$ cat config.mk
export PLATFORM = sky130hd
export DESIGN_NAME = lbgr_relay
export DESIGN_NICKNAME = d
export VERILOG_FILES = /design/src/inc/lbgr_pkg.sv /design/src/verilog/lbgr_slow_reset.sv /design/src/verilog/lbgr_relay.sv
export SDC_FILE = /design/constraint.sdc
export NUM_CORES = 1
export LEC_CHECK = 0
export BUFFER_PORTS_ARGS = -buffer_cell sky130_fd_sc_hd__buf_2
export CAP_MARGIN = 30
export CORE_MARGIN = 2
export CORE_UTILIZATION = 40
export DETAILED_ROUTE_END_ITERATION = 8
export HOLD_SLACK_MARGIN = 0.1
export PLACE_DENSITY_LB_ADDON = 0.3
export SKIP_LAST_GASP = 1
export SLEW_MARGIN = 25
export SYNTH_ARGS = -nofsm -noshare
export SYNTH_HDL_FRONTEND = slang
export SYNTH_SLANG_ARGS = --single-unit
$ cat constraint.sdc
create_clock -name sys_clk -period 5.15 [get_ports sys_clk]
set_clock_uncertainty 0.05 [all_clocks]
set_input_delay 0.7725 -clock sys_clk [delete_from_list [all_inputs] [get_ports sys_clk]]
set_output_delay 0.7725 -clock sys_clk [all_outputs]
set_load 0.01 [all_outputs]
$ cat src/inc/lbgr_pkg.sv
// Shared constants and types for the local bus grant relay
package lbgr_pkg;

	// ----------------------------------------------------------------
	// Register map
	// ----------------------------------------------------------------
	localparam logic [23:0] LBGR_CTRL_ADDR    = 24'hCA0008;  // ext_dma_line_control
	localparam logic [23:0] LBGR_STAT_ADDR    = 24'hCA000A;  // ext_line_status
	localparam logic [23:0] LBGR_SOFT_RST_ADDR = 24'hF00000; // Backplane ROM soft reset
	localparam logic [15:0] LBGR_CTRL_RESET   = 16'h0000;    // All lines in DMA use

	// ----------------------------------------------------------------
	// Field positions
	// ----------------------------------------------------------------
	localparam int LBGR_ACK_MODE_LSB = 2;  // Grant-acknowledge mode, D3:D2
	localparam int LBGR_REQ_MODE_LSB = 4;  // Request mode, D5:D4
	localparam int LBGR_GNT_MODE_LSB = 6;  // Grant mode, D7:D6
	localparam int LBGR_GPO_REQ_BIT  = 8;  // Output level of request line as GPIO
	localparam int LBGR_GPO_GNT_BIT  = 9;  // Output level of grant line as GPIO
	localparam int LBGR_GPO_ACK_BIT  = 10; // Output level of acknowledge line as GPIO
	localparam int LBGR_STAT_REQ_BIT = 0;  // Live request level
	localparam int LBGR_STAT_GNT_BIT = 1;  // Live grant level
	localparam int LBGR_STAT_ACK_BIT = 2;  // Live acknowledge level

	// ----------------------------------------------------------------
	// Address decode regions (top nibble of the local address)
	// ----------------------------------------------------------------
	localparam logic [3:0] LBGR_DEC_REQ = 4'h8;
	localparam logic [3:0] LBGR_DEC_GNT = 4'h9;
	localparam logic [3:0] LBGR_DEC_ACK = 4'hA;

	// ----------------------------------------------------------------
	// Timing
	// ----------------------------------------------------------------
	localparam int LBGR_SYS_CLK_HZ   = 20000000;
	localparam int LBGR_SLOW_CLK_HZ  = 10000000;
	localparam int LBGR_SLOW_HALF    = LBGR_SYS_CLK_HZ / (2 * LBGR_SLOW_CLK_HZ);
	localparam int LBGR_HW_RST_TICKS = 4;    // Slow-clock ticks of hardware reset delay
	localparam int LBGR_SYS_PERIOD_NS = 1000000000 / LBGR_SYS_CLK_HZ;
	localparam int LBGR_SOFT_RST_NS  = 800;  // Soft reset pulse width
	localparam int LBGR_SOFT_RST_CYC =
		(LBGR_SOFT_RST_NS + LBGR_SYS_PERIOD_NS - 1) / LBGR_SYS_PERIOD_NS;

	// ----------------------------------------------------------------
	// Types
	// ----------------------------------------------------------------
	typedef enum logic [1:0] {
		LBGR_MODE_DMA    = 2'h0,
		LBGR_MODE_GPIN   = 2'h1,
		LBGR_MODE_GPOUT  = 2'h2,
		LBGR_MODE_DECODE = 2'h3
	} lbgr_mode_t;

	// Local processor reset sequencer, Gray along run -> hold -> soft
	typedef enum logic [1:0] {
		LBGR_RS_RUN  = 2'h0,
		LBGR_RS_HW   = 2'h1,
		LBGR_RS_SOFT = 2'h3
	} lbgr_rst_t;

	// The three external control lines, one bit each
	typedef struct packed {
		logic ack;
		logic grant;
		logic req;
	} lbgr_lines_t;

endpackage : lbgr_pkg

$ cat src/verilog/lbgr_slow_reset.sv
// Slow local clock generator and delayed hardware reset shifter
`timescale 1ns/10ps
`default_nettype none

module lbgr_slow_reset
	import lbgr_pkg::*;
#(
	parameter int TICKS = LBGR_HW_RST_TICKS // Depth of the reset delay line
) (
	input  wire logic sys_clk,
	input  wire logic rstn,
	input  wire logic ce,
	input  wire logic backplane_reset_n, // Backplane hardware reset, low active
	output logic      local_slow_clock,  // Symmetrical half-rate clock
	output logic      hw_reset_dly_n     // Hardware reset after the delay line
);

	// ----------------------------------------------------------------
	// State
	// ----------------------------------------------------------------
	typedef struct packed {
		logic             slow;  // Slow clock level
		logic [TICKS-1:0] shift; // Delay line, bit 0 entry
	} lbgr_sr_state_t;

	lbgr_sr_state_t st_reg;  // Registered state
	lbgr_sr_state_t st_next; // Next state

	// Next state: the clock toggles every enabled cycle, shifting on its rise
	always_comb begin
		st_next      = st_reg;
		st_next.slow = ~st_reg.slow;
		if (!st_reg.slow) begin
			// Shift on the rising tick only, so the delay counts slow clocks
			st_next.shift = {st_reg.shift[TICKS-2:0], backplane_reset_n};
		end
	end

	// Register with clock enable; the line starts out of reset
	always_ff @(posedge sys_clk or negedge rstn) begin
		if (!rstn) begin
			st_reg <= '{slow: 1'b0, shift: {TICKS{1'b1}}};
		end else if (ce) begin
			st_reg <= st_next;
		end
	end

	assign local_slow_clock = st_reg.slow;
	assign hw_reset_dly_n   = st_reg.shift[TICKS-1];

	// ----------------------------------------------------------------
	// Checks
	// ----------------------------------------------------------------
	logic [4:0] low_cnt; // Enabled cycles the backplane reset has been low

	always_ff @(posedge sys_clk or negedge rstn) begin
		if (!rstn) begin
			low_cnt <= 5'h00;
		end else if (ce) begin
			low_cnt <= backplane_reset_n ? 5'h00 : (low_cnt == 5'h1F ? low_cnt : low_cnt + 5'h01);
		end
	end

	property p_hw_delay;
		@(posedge sys_clk) disable iff (!rstn)
		$fell(hw_reset_dly_n) |-> (low_cnt >= 5'h06);
	endproperty
	a_hw_delay: assert property (p_hw_delay) else $error("reset delay too short");

	property p_slow_toggle;
		@(posedge sys_clk) disable iff (!rstn)
		ce |=> (local_slow_clock != $past(local_slow_clock));
	endproperty
	a_slow_toggle: assert property (p_slow_toggle) else $error("slow clock stuck");

endmodule : lbgr_slow_reset

`default_nettype wire

$ cat src/verilog/lbgr_relay.sv
// Local bus grant relay: external DMA line relay, line modes and local reset
`timescale 1ns/10ps
`default_nettype none

module lbgr_relay
	import lbgr_pkg::*;
(
	input  wire logic         sys_clk,
	input  wire logic         rstn,
	input  wire logic         ce,
	// Local processor register port
	input  wire logic         lb_sel,           // Register access strobe
	input  wire logic         lb_write,         // High for write
	input  wire logic [23:0]  lb_addr,          // Local address
	input  wire logic [15:0]  lb_wdata,         // Write data
	output logic [15:0]       lb_rdata,         // Read data
	output logic              lb_ack,           // Access done
	// External control lines as three-signal pads
	input  wire lbgr_lines_t  ext_lines_in,     // Pad levels, low active in DMA
	output lbgr_lines_t       ext_lines_out,    // Pad drive levels
	output lbgr_lines_t       ext_lines_oe,     // High while driving
	// Local processor arbitration
	output logic              cpu_bus_request_n,
	input  wire logic         cpu_bus_grant_n,
	output logic              cpu_grant_ack_n,
	// Backplane side
	input  wire logic         backplane_reset_n, // Backplane hardware reset
	input  wire logic         bp_sel,            // Inbound backplane access active
	input  wire logic         bp_read,           // Inbound access is a read
	input  wire logic [23:0]  bp_addr,           // Inbound address
	input  wire logic         card_out_req,      // Card wants a backplane cycle
	input  wire logic         card_out_busy,     // Card-to-backplane cycle running
	output logic              outbound_grant,    // Outbound cycle may start
	output logic              local_bus_error_n, // Bus error to local owner
	// Local reset and clock
	output logic              local_cpu_reset_n,
	output logic              local_slow_clock
);

	// ----------------------------------------------------------------
	// State
	// ----------------------------------------------------------------
	typedef struct packed {
		logic [15:0] ctrl;     // ext_dma_line_control
		logic [15:0] rdata;    // Read data
		logic        ack;      // Access acknowledge
		logic        br_n;     // Processor request
		logic        back_n;   // Processor acknowledge
		lbgr_lines_t pout;     // Pad drive
		lbgr_lines_t poe;      // Pad enable
		lbgr_rst_t   rst;      // Reset sequencer
		logic [4:0]  soft_cnt; // Soft reset width counter
		logic        rst_n;    // Processor reset
		logic        berr_n;   // Bus error
		logic        out_go;   // Outbound grant
	} lbgr_state_t;

	lbgr_state_t st_reg;  // Registered state
	lbgr_state_t st_next; // Next state
	logic        hw_dly_n; // Delayed hardware reset

	// ----------------------------------------------------------------
	// Helpers
	// ----------------------------------------------------------------
	// Mode field of one line
	function automatic lbgr_mode_t mode_of(input logic [15:0] c, input int lsb);
		mode_of = lbgr_mode_t'(c[lsb +: 2]);
	endfunction : mode_of

	// Pad drive for one line; returns {oe, out}
	function automatic logic [1:0] pad_of(input lbgr_mode_t m, input logic gpo,
		input logic hit, input logic dma_is_out, input logic dma_val);
		case (m)
			LBGR_MODE_DMA:    pad_of = {dma_is_out, dma_is_out ? dma_val : 1'b1};
			LBGR_MODE_GPIN:   pad_of = 2'b01;
			LBGR_MODE_GPOUT:  pad_of = {1'b1, gpo};
			default:          pad_of = {1'b1, ~hit}; // Decode is low active
		endcase
	endfunction : pad_of

	lbgr_mode_t m_req; // Request line mode
	lbgr_mode_t m_gnt; // Grant line mode
	lbgr_mode_t m_ack; // Acknowledge line mode
	logic [2:0] hit;   // Decode region hits: ack, grant, req
	logic       soft_hit; // Soft reset ROM read

	assign m_ack    = mode_of(st_reg.ctrl, LBGR_ACK_MODE_LSB);
	assign m_req    = mode_of(st_reg.ctrl, LBGR_REQ_MODE_LSB);
	assign m_gnt    = mode_of(st_reg.ctrl, LBGR_GNT_MODE_LSB);
	assign hit      = {3{lb_sel}} & {lb_addr[23:20] == LBGR_DEC_ACK,
	                                 lb_addr[23:20] == LBGR_DEC_GNT,
	                                 lb_addr[23:20] == LBGR_DEC_REQ};
	assign soft_hit = bp_sel && bp_read && (bp_addr == LBGR_SOFT_RST_ADDR);

	// ----------------------------------------------------------------
	// Slow clock and delayed hardware reset
	// ----------------------------------------------------------------
	lbgr_slow_reset #(
		.TICKS             (LBGR_HW_RST_TICKS)
	) u_slow_reset (
		.sys_clk           (sys_clk),
		.rstn              (rstn),
		.ce                (ce),
		.backplane_reset_n (backplane_reset_n),
		.local_slow_clock  (local_slow_clock),
		.hw_reset_dly_n    (hw_dly_n)
	);

	// ----------------------------------------------------------------
	// Next state
	// ----------------------------------------------------------------
	always_comb begin
		logic [1:0] pr;
		logic [1:0] pg;
		logic [1:0] pa;
		st_next = st_reg;
		pr      = 2'b00;
		pg      = 2'b00;
		pa      = 2'b00;

		// Register port: acknowledge follows the strobe by one cycle
		st_next.ack = lb_sel;
		if (lb_sel && lb_addr == LBGR_CTRL_ADDR) begin
			// Control word
			if (lb_write) begin
				st_next.ctrl = lb_wdata;
			end
			st_next.rdata = st_reg.ctrl;
		end else if (lb_sel && lb_addr == LBGR_STAT_ADDR) begin
			// Live levels whatever the mode; writes ignored
			st_next.rdata = 16'h0000;
			st_next.rdata[LBGR_STAT_ACK_BIT] = ext_lines_in.ack;
			st_next.rdata[LBGR_STAT_GNT_BIT] = ext_lines_in.grant;
			st_next.rdata[LBGR_STAT_REQ_BIT] = ext_lines_in.req;
		end else if (lb_sel) begin
			// Unmapped address reads as zero
			st_next.rdata = 16'h0000;
		end

		// Relay through lines in DMA use only
		st_next.br_n   = (m_req == LBGR_MODE_DMA) ? ext_lines_in.req : 1'b1;
		st_next.back_n = (m_ack == LBGR_MODE_DMA) ? ext_lines_in.ack : 1'b1;

		// Pad drive per mode; grant is the only DMA output
		pr = pad_of(m_req, st_reg.ctrl[LBGR_GPO_REQ_BIT], hit[0], 1'b0, 1'b1);
		pg = pad_of(m_gnt, st_reg.ctrl[LBGR_GPO_GNT_BIT], hit[1], 1'b1,
			cpu_bus_grant_n);
		pa = pad_of(m_ack, st_reg.ctrl[LBGR_GPO_ACK_BIT], hit[2], 1'b0, 1'b1);
		st_next.poe  = '{ack: pa[1], grant: pg[1], req: pr[1]};
		st_next.pout = '{ack: pa[0], grant: pg[0], req: pr[0]};

		// Inbound access owns the local bus; clash errors the owner
		st_next.out_go = card_out_req && !bp_sel;
		st_next.berr_n = !(bp_sel && card_out_busy);

		// Reset sequencer
		case (st_reg.rst)
			LBGR_RS_RUN: begin
				if (soft_hit) begin
					// No delay line here, unlike the hardware path
					st_next.rst      = LBGR_RS_SOFT;
					st_next.soft_cnt = 5'(LBGR_SOFT_RST_CYC - 1);
				end else if (!hw_dly_n) begin
					st_next.rst = LBGR_RS_HW;
				end
			end
			LBGR_RS_HW: begin
				// Release follows the delayed line as well
				if (hw_dly_n && soft_hit) begin
					// A soft read on the release edge starts a fresh pulse
					st_next.rst      = LBGR_RS_SOFT;
					st_next.soft_cnt = 5'(LBGR_SOFT_RST_CYC - 1);
				end else if (hw_dly_n) begin
					st_next.rst = LBGR_RS_RUN;
				end
			end
			LBGR_RS_SOFT: begin
				if (soft_hit) begin
					// A repeated soft read stretches the pulse, never drops it
					st_next.soft_cnt = 5'(LBGR_SOFT_RST_CYC - 1);
				end else if (st_reg.soft_cnt != 5'h00) begin
					st_next.soft_cnt = st_reg.soft_cnt - 5'h01;
				end else begin
					st_next.rst = hw_dly_n ? LBGR_RS_RUN : LBGR_RS_HW;
				end
			end
			default: begin
				st_next.rst = LBGR_RS_RUN;
			end
		endcase
		st_next.rst_n = (st_next.rst == LBGR_RS_RUN);
	end

	// Register all state; low clock enable freezes it
	always_ff @(posedge sys_clk or negedge rstn) begin
		if (!rstn) begin
			st_reg <= '{ctrl: LBGR_CTRL_RESET, rdata: 16'h0000, ack: 1'b0,
				br_n: 1'b1, back_n: 1'b1, pout: 3'h7, poe: 3'h0,
				rst: LBGR_RS_RUN, soft_cnt: 5'h00, rst_n: 1'b0,
				berr_n: 1'b1, out_go: 1'b0};
		end else if (ce) begin
			st_reg <= st_next;
		end
	end

	// ----------------------------------------------------------------
	// Outputs
	// ----------------------------------------------------------------
	assign lb_rdata          = st_reg.rdata;
	assign lb_ack            = st_reg.ack;
	assign ext_lines_out     = st_reg.pout;
	assign ext_lines_oe      = st_reg.poe;
	assign cpu_bus_request_n = st_reg.br_n;
	assign cpu_grant_ack_n   = st_reg.back_n;
	assign outbound_grant    = st_reg.out_go;
	assign local_bus_error_n = st_reg.berr_n;
	assign local_cpu_reset_n = st_reg.rst_n;

	// ----------------------------------------------------------------
	// Checks
	// ----------------------------------------------------------------
	property p_dma_dirs;
		@(posedge sys_clk) disable iff (!rstn)
		ce && m_req == LBGR_MODE_DMA && m_ack == LBGR_MODE_DMA && m_gnt == LBGR_MODE_DMA
			|=> !ext_lines_oe.req && !ext_lines_oe.ack && ext_lines_oe.grant;
	endproperty
	a_dma_dirs: assert property (p_dma_dirs) else $error("DMA pad direction wrong");

	property p_req_fwd;
		@(posedge sys_clk) disable iff (!rstn)
		ce && m_req == LBGR_MODE_DMA && !ext_lines_in.req |=> !cpu_bus_request_n;
	endproperty
	a_req_fwd: assert property (p_req_fwd) else $error("request not forwarded");

	property p_gnt_pass;
		@(posedge sys_clk) disable iff (!rstn)
		ce && m_gnt == LBGR_MODE_DMA |=> ext_lines_out.grant == $past(cpu_bus_grant_n);
	endproperty
	a_gnt_pass: assert property (p_gnt_pass) else $error("grant not passed");

	property p_ack_copy;
		@(posedge sys_clk) disable iff (!rstn)
		ce && m_ack == LBGR_MODE_DMA |=> cpu_grant_ack_n == $past(ext_lines_in.ack);
	endproperty
	a_ack_copy: assert property (p_ack_copy) else $error("acknowledge not copied");

	property p_ack_decode;
		@(posedge sys_clk) disable iff (!rstn)
		ce && m_ack == LBGR_MODE_DECODE && hit[2] |=> ext_lines_oe.ack && !ext_lines_out.ack;
	endproperty
	a_ack_decode: assert property (p_ack_decode) else $error("decode not driven");

	property p_gnt_gpin;
		@(posedge sys_clk) disable iff (!rstn)
		ce && m_gnt == LBGR_MODE_GPIN |=> !ext_lines_oe.grant;
	endproperty
	a_gnt_gpin: assert property (p_gnt_gpin) else $error("grant driven as input");

	property p_req_gpout;
		@(posedge sys_clk) disable iff (!rstn)
		ce && m_req == LBGR_MODE_GPOUT
			|=> ext_lines_oe.req && ext_lines_out.req == $past(st_reg.ctrl[LBGR_GPO_REQ_BIT]);
	endproperty
	a_req_gpout: assert property (p_req_gpout) else $error("request GPIO wrong");

	property p_status;
		@(posedge sys_clk) disable iff (!rstn)
		ce && lb_sel && !lb_write && lb_addr == LBGR_STAT_ADDR
			|=> lb_rdata[2:0] == $past({ext_lines_in.ack, ext_lines_in.grant, ext_lines_in.req});
	endproperty
	a_status: assert property (p_status) else $error("status levels wrong");

	property p_hw_rst;
		@(posedge sys_clk) disable iff (!rstn)
		ce && !hw_dly_n |=> !local_cpu_reset_n;
	endproperty
	a_hw_rst: assert property (p_hw_rst) else $error("hardware reset missed");

	property p_soft_rst;
		@(posedge sys_clk) disable iff (!rstn)
		ce && soft_hit |=> !local_cpu_reset_n;
	endproperty
	a_soft_rst: assert property (p_soft_rst) else $error("soft reset late");

	property p_inbound_first;
		@(posedge sys_clk) disable iff (!rstn)
		ce && bp_sel |=> !outbound_grant;
	endproperty
	a_inbound_first: assert property (p_inbound_first) else $error("outbound beat inbound");

	property p_berr;
		@(posedge sys_clk) disable iff (!rstn)
		ce && bp_sel && card_out_busy |=> !local_bus_error_n;
	endproperty
	a_berr: assert property (p_berr) else $error("conflict without bus error");

	property p_no_relay;
		@(posedge sys_clk) disable iff (!rstn)
		ce && m_req != LBGR_MODE_DMA && m_ack != LBGR_MODE_DMA
			|=> cpu_bus_request_n && cpu_grant_ack_n;
	endproperty
	a_no_relay: assert property (p_no_relay) else $error("relay through non-DMA line");

endmodule : lbgr_relay

`default_nettype wire

## Word level (Yosys, flattened, before mapping)

Index checks and enable logic that the tools add are counted.

- Register bits: 56
- Bits in latches: 0
- Memory bits (writable): 0
- Bits in read-only memories: 0
- Input port bits: 78
- Output and inout bits: 29
- Word-level logic and storage cells: 85
- Memories kept: 0

- Add/sub/neg operators: 1
- Multipliers: 0
- Divide/modulo/power cells: 0
- Order comparisons: 0
- Equal/unequal tests: 17
- Shift-type cells: 0
- Multiplexer cells: 21
- Bitwise logic cells: 5
- Reduce and logical (&&, ||, !) cells: 23

Operators with widths:

| kind | count |
|---|---|
| 24-bit equality test, second input constant | 3 |
| 16-bit 2-to-1 mux | 3 |
| 5-bit 2-to-1 mux | 4 |
| 5-bit one-hot mux with 3 select lines | 1 |
| 4-bit equality test, second input constant | 3 |
| 2-bit 2-to-1 mux | 6 |
| 2-bit one-hot mux with 3 select lines | 2 |
| 2-bit logical NOT | 5 |
| 2-bit by 1-bit equality test with 1-bit output, second input constant | 4 |
| 2-bit equality test, second input constant | 4 |
| 2-bit one-hot mux with 2 select lines | 2 |
| 1-bit logical AND | 7 |
| 3-bit nonzero test | 2 |
| 5-bit AND reduction | 1 |
| 5-bit nonzero test | 1 |
| 5-bit by 1-bit subtractor with 5-bit output, second input constant | 1 |
| 2-bit inequality test, second input constant | 2 |
| 1-bit NOT | 4 |
| 2-bit AND reduction | 2 |
| 2-bit OR reduction | 2 |
| 3-bit bitwise AND | 1 |
| 1-bit 2-to-1 mux | 3 |
| 3-bit inequality test, second input constant | 1 |
| 3-bit AND reduction | 1 |
| 1-bit logical NOT | 2 |

## Longest topological paths before layout

- Word-level depth: 6
- Gate-level depth with buffers: 7
- Mapped depth without buffers: 6

## By module

A second synthesis with hierarchy kept.

- Cell total of the unflattened synthesis: 255
- Area total of the unflattened synthesis: 2,722.6 µm²

Modules (own cells, without submodules):

| module | times used | cells an instance | area each (µm²) | sequential area each (µm²) |
|---|---|---|---|---|
| lbgr_relay | 1 | 244 | 2,524.9 | 1,283.7 |
| lbgr_slow_reset | 1 | 11 | 197.7 | 130.1 |

## Least setup slack after synthesis

No wires, ideal clock.

- Path kind: in2reg
- From: in bp_addr[10]
- To: reg st_reg[4] in the netlist's numbering
- Setup time: 0.125 ns
- Data arrival time: 2.233 ns
- Data required time: 4.975 ns
- Setup slack: 2.742 ns
- Cell stages on the path: 5
- Path buffers: 0
- Cells stage by stage: or4_4 -> nor2_4 -> nand3_2 -> a221oi_4 -> mux2_4

- Cells in the longest elaborated chain, start to end: 5
- Elaborated cells on any way between the ends: 9

Ends and longest elaborated chain:

| element | line | source |
|---|---|---|
| start: declaration | lbgr_relay.sv:30 | `input wire logic [23:0] bp_addr,` |
| 24-bit equality test (*) | lbgr_relay.sv:93 | `assign soft_hit = bp_sel && bp_read && (bp_addr == LBGR_SOFT_RST_ADDR);` |
| 1-bit logical AND (*) | lbgr_relay.sv:93 |  |
| 1-bit logical AND | lbgr_relay.sv:169 | `if (hw_dly_n && soft_hit) begin` |
| 2-bit inequality test (no source line) | - |  |
| 5-bit AND reduction (no source line) | - |  |
| end signal: assignment | lbgr_relay.sv:197 | `st_reg <= '{ctrl: LBGR_CTRL_RESET, rdata: 16'h0000, ack: 1'b0,` |
| end signal: assignment | lbgr_relay.sv:202 | `st_reg <= st_next;` |
| end: declaration | lbgr_relay.sv:58 | `lbgr_state_t st_reg;` |

Every way passes the cells marked *; elsewhere a longest branch is shown, timed or not.
A chain may end at the register's enable or synchronous reset.

## Worst setup path after layout

- From: in lb_addr[5]
- To: reg st_reg (netlist bit m_req[0])

- Cells in the longest elaborated chain, start to end: 3

Ends and longest elaborated chain:

| element | line | source |
|---|---|---|
| start: declaration | lbgr_relay.sv:14 | `input wire logic [23:0] lb_addr,` |
| 24-bit equality test | lbgr_relay.sv:123 | `if (lb_sel && lb_addr == LBGR_CTRL_ADDR) begin` |
| 1-bit logical AND | lbgr_relay.sv:123 |  |
| 3-bit AND reduction (no source line) | - |  |

No other way between the ends.

==> impl_metrics.tcl <==
set metrics [dict create \
    status "finished clean" \
    rsz0062_at_grt "false" \
    p_sw_uw 222 \
    tritoncts "built" \
    ys_top_cells_by_count "dfrtp_1 (46), nand2_1 (34), buf_4 (23), nand3_1 (15)" \
    numCtsBuffers 5 \
    synth-adder-area-share_pct 0.903 \
    critPathKind "in2reg" \
    endpoint_kind "flip-flop" \
    power.leakage_uw 0.00170 \
    io_buffers 106 \
    area_growth_pct 19.0 \
    dp_hpwl_um 4720 \
    tightest_slew_ns 0.861 \
    ir_drop_mv 0.123 \
    power_density_nw_per_um2 266 \
    synth_cells 257 \
    comb_power_share_pct 13.8 \
    period_needed_ns 3.08 \
    initialDrtViolationCount 102 \
    synth_compound_area_share_pct 8.71 \
    muxShareOfSynthArea_pct 10.7 \
    cts_hold_buf 0 \
    synth_cell_types 47 \
    place_congestion 0.792 \
    yosysTopAreaCell "dfrtp_1" \
    dp.cells 413 \
    power.internal_uw 654 \
    drv_cap 0 \
    final_cells 421 \
    ys_seq_area_share_pct 51.0 \
    postCtsSetupRepairBufs 0 \
    relSlewSlack_pct 42.3 \
    setup_tns_ns 0 \
    syn_area_sq_um 2770 \
    post_cts_resized 0 \
    clockPowerShare_pct 28.8 \
    core-area_sq_um 6760 \
    crit_arrival_ns 3.22 \
    multi_input_area_sq_um 1110 \
    die_area_sq_um 7610 \
    synth_ff_type "dfrtp_1" \
    setup_viol 0 \
    swShare_pct 25.3 \
    syn_nets 337 \
    worstSkewPairLatency_ns 0.31 \
    grt_max_degree 57 \
    drc 0 \
    ant_nets 0 \
    drt-wirelength-per-cell_um 14.8 \
    path_max_fanout 16 \
    power_frac_seq_pct 57.5 \
    synth_area_per_cell_sq_um 10.8 \
    htree_levels 2 \
    layout-drive-gt1-share_pct 43.1 \
    yosys-top-cells-area "dfrtp_1 (42%), dfstp_2 (9.5%), buf_4 (6.2%)" \
    largest_reg_flops 17 \
    die_w_um 87.2 \
    timing.hold.ws_ns 0.421 \
    cts_buffer_depth 2 \
    final_core_util_pct 48.8 \
    start_kind "primary input" \
    track_usage_pct 16.8 \
    antenna_found_initial 0 \
    synth_xor_area_share_pct 0.316 \
    clkSlewWorstSetupHoldPaths_ns 0.10 \
    clock-sinks 56 \
    synth_edf_count 0 \
    root_buffer "clkbuf_8" \
    fin_nets 420 \
    grt_pass1_wl_um 10000 \
    vias 2206 \
    drt-total-wl_um 6220 \
    grt_pass1_vias 2115 \
    n_antenna_cell 0 \
    hp-class "reg2reg" \
    pin_count 107 \
    grt_overflow 0 \
    synth_most_common_cell "dfrtp_1" \
    synth_top_area_share_pct 41.5 \
    initial_utilization_pct 41.0 \
    die_h_um 87.2 \
    seq_area_sq_um 1410 \
    max_freq_mhz 325 \
    yosysWarnings 0 \
    fillCellCount 648 \
    fin_crit_sh_pct 59.7 \
    dr.pass1.iters 4 \
    slew_viol_final 0 \
    hold_violations 0 \
    synth-simple-area-share_pct 19.5 \
    num_rows 30 \
    required_ns 5.30 \
    viasPerCell 5.24 \
    synthArstFlopShare_pct 100 \
    ys_ff_latch 56 \
    synth_top_family_by_area "simple AND/OR/NAND/NOR gates" \
]
-- layer usage --
metal / vias up / global-route usage [%] / part of all wire, %
met5: - / 0 / 0
met4: 0 / 5.73 / 1.6
met3: 9 / 3.32 / 6.6
met2: 78 / 27.8 / 49
met1: 1057 / 22.2 / 43
li1: 1062 / - / -
-- power by group through the flow --
| stage | logic [uW] | registers [uW] | clock network, uW |
|---|---|---|---|
| 6_report | 120 | 504 | 252 |
| 5_1_grt | 136 | 508 | 273 |
| 4_1_cts | 123 | 503 | 261 |
| 3_5_place_dp | 123 | 511 | 0 |
| 3_3_place_gp | 120 | 510 | 0 |
| 2_1_floorplan | 55.8 | 512 | 0 |
-- critical path, stage by stage --
cell and delay [ns]:
buf_2 0.11, nor4b_1 0.30, nand4_1 0.16, nor3_2 0.72, and3_1 0.76, mux2_2 0.41
-- worst paths after layout --
path	start	cells past startpoint	slack (ns)	to
worst max-delay path	lb_addr[5]	6	2.07	m_req[0]$_DFFE_PN0P_
worst min-delay path	lb_rdata[1]$_DFFE_PN0P_	2	0.42	lb_rdata[1]$_DFFE_PN0P_
worst max register to register	st_reg[3]$_DFFE_PN0P_	5	3.32	st_reg[4]$_DFFE_PN0P_
worst min register to register	lb_rdata[1]$_DFFE_PN0P_	2	0.42	lb_rdata[1]$_DFFE_PN0P_
max in group asynchronous	rstn	2	4.07	lb_rdata[7]$_DFFE_PN0P_
min in group asynchronous	rstn	2	0.52	lb_rdata[0]$_DFFE_PN0P_
-- cell families (layout without fill, tap and decap cells) --
logic type	Yosys count	in the layout
buffers and inverters	40	124
flip-flops	56	56
AND/OR/NAND/NOR	100	100
AO/OA/AOI/OAI	32	32
XOR/XNOR	1	1
adder cells (fa/ha/maj)	2	2
multiplexers	26	26
-- cells in the final DEF, fill, tap and decap left out, types with 3 or more instances in the layout --
cell	netlist	routed
clkbuf_8	0	6
nand3_1	15	15
a31oi_1	4	4
dfstp_2	10	10
mux2_1	12	12
nand3b_1	3	3
nor2_1	13	13
dfrtp_1	46	46
and3_1	4	4
o21ai_0	9	9
inv_1	9	9
nor3_1	6	6
mux2_2	13	13
nor4_1	9	9
a21oi_1	5	5
buf_2	0	106
nand2_1	34	34
nor4bb_1	3	3
-- cell type report --
| type | instances | share of cell area (%) |
|---|---|---|
| Timing Repair Buffer | 107 | 16.3 |
| Multi-Input combinational cell | 161 | 33.8 |
| Sequential cell | 56 | 42.9 |
| Inverter | 9 | 1.02 |
| Clock inverter | 2 | 0.455 |
| Clock buffer | 6 | 2.50 |
| Tap cell | 80 | 3.04 |
-- per-stage QoR --
stage                     power (uW)  setup slack, ns  cell area [sq um]
after floorplan                  567             2.74               2770
after detailed placement         634             1.67               3200
final                            876             2.07               3300
after global routing             916             1.83               3300
after global placement           630             1.73               3200
after CTS                        887             2.00               3300
Power figures use the tool's default switching activity.
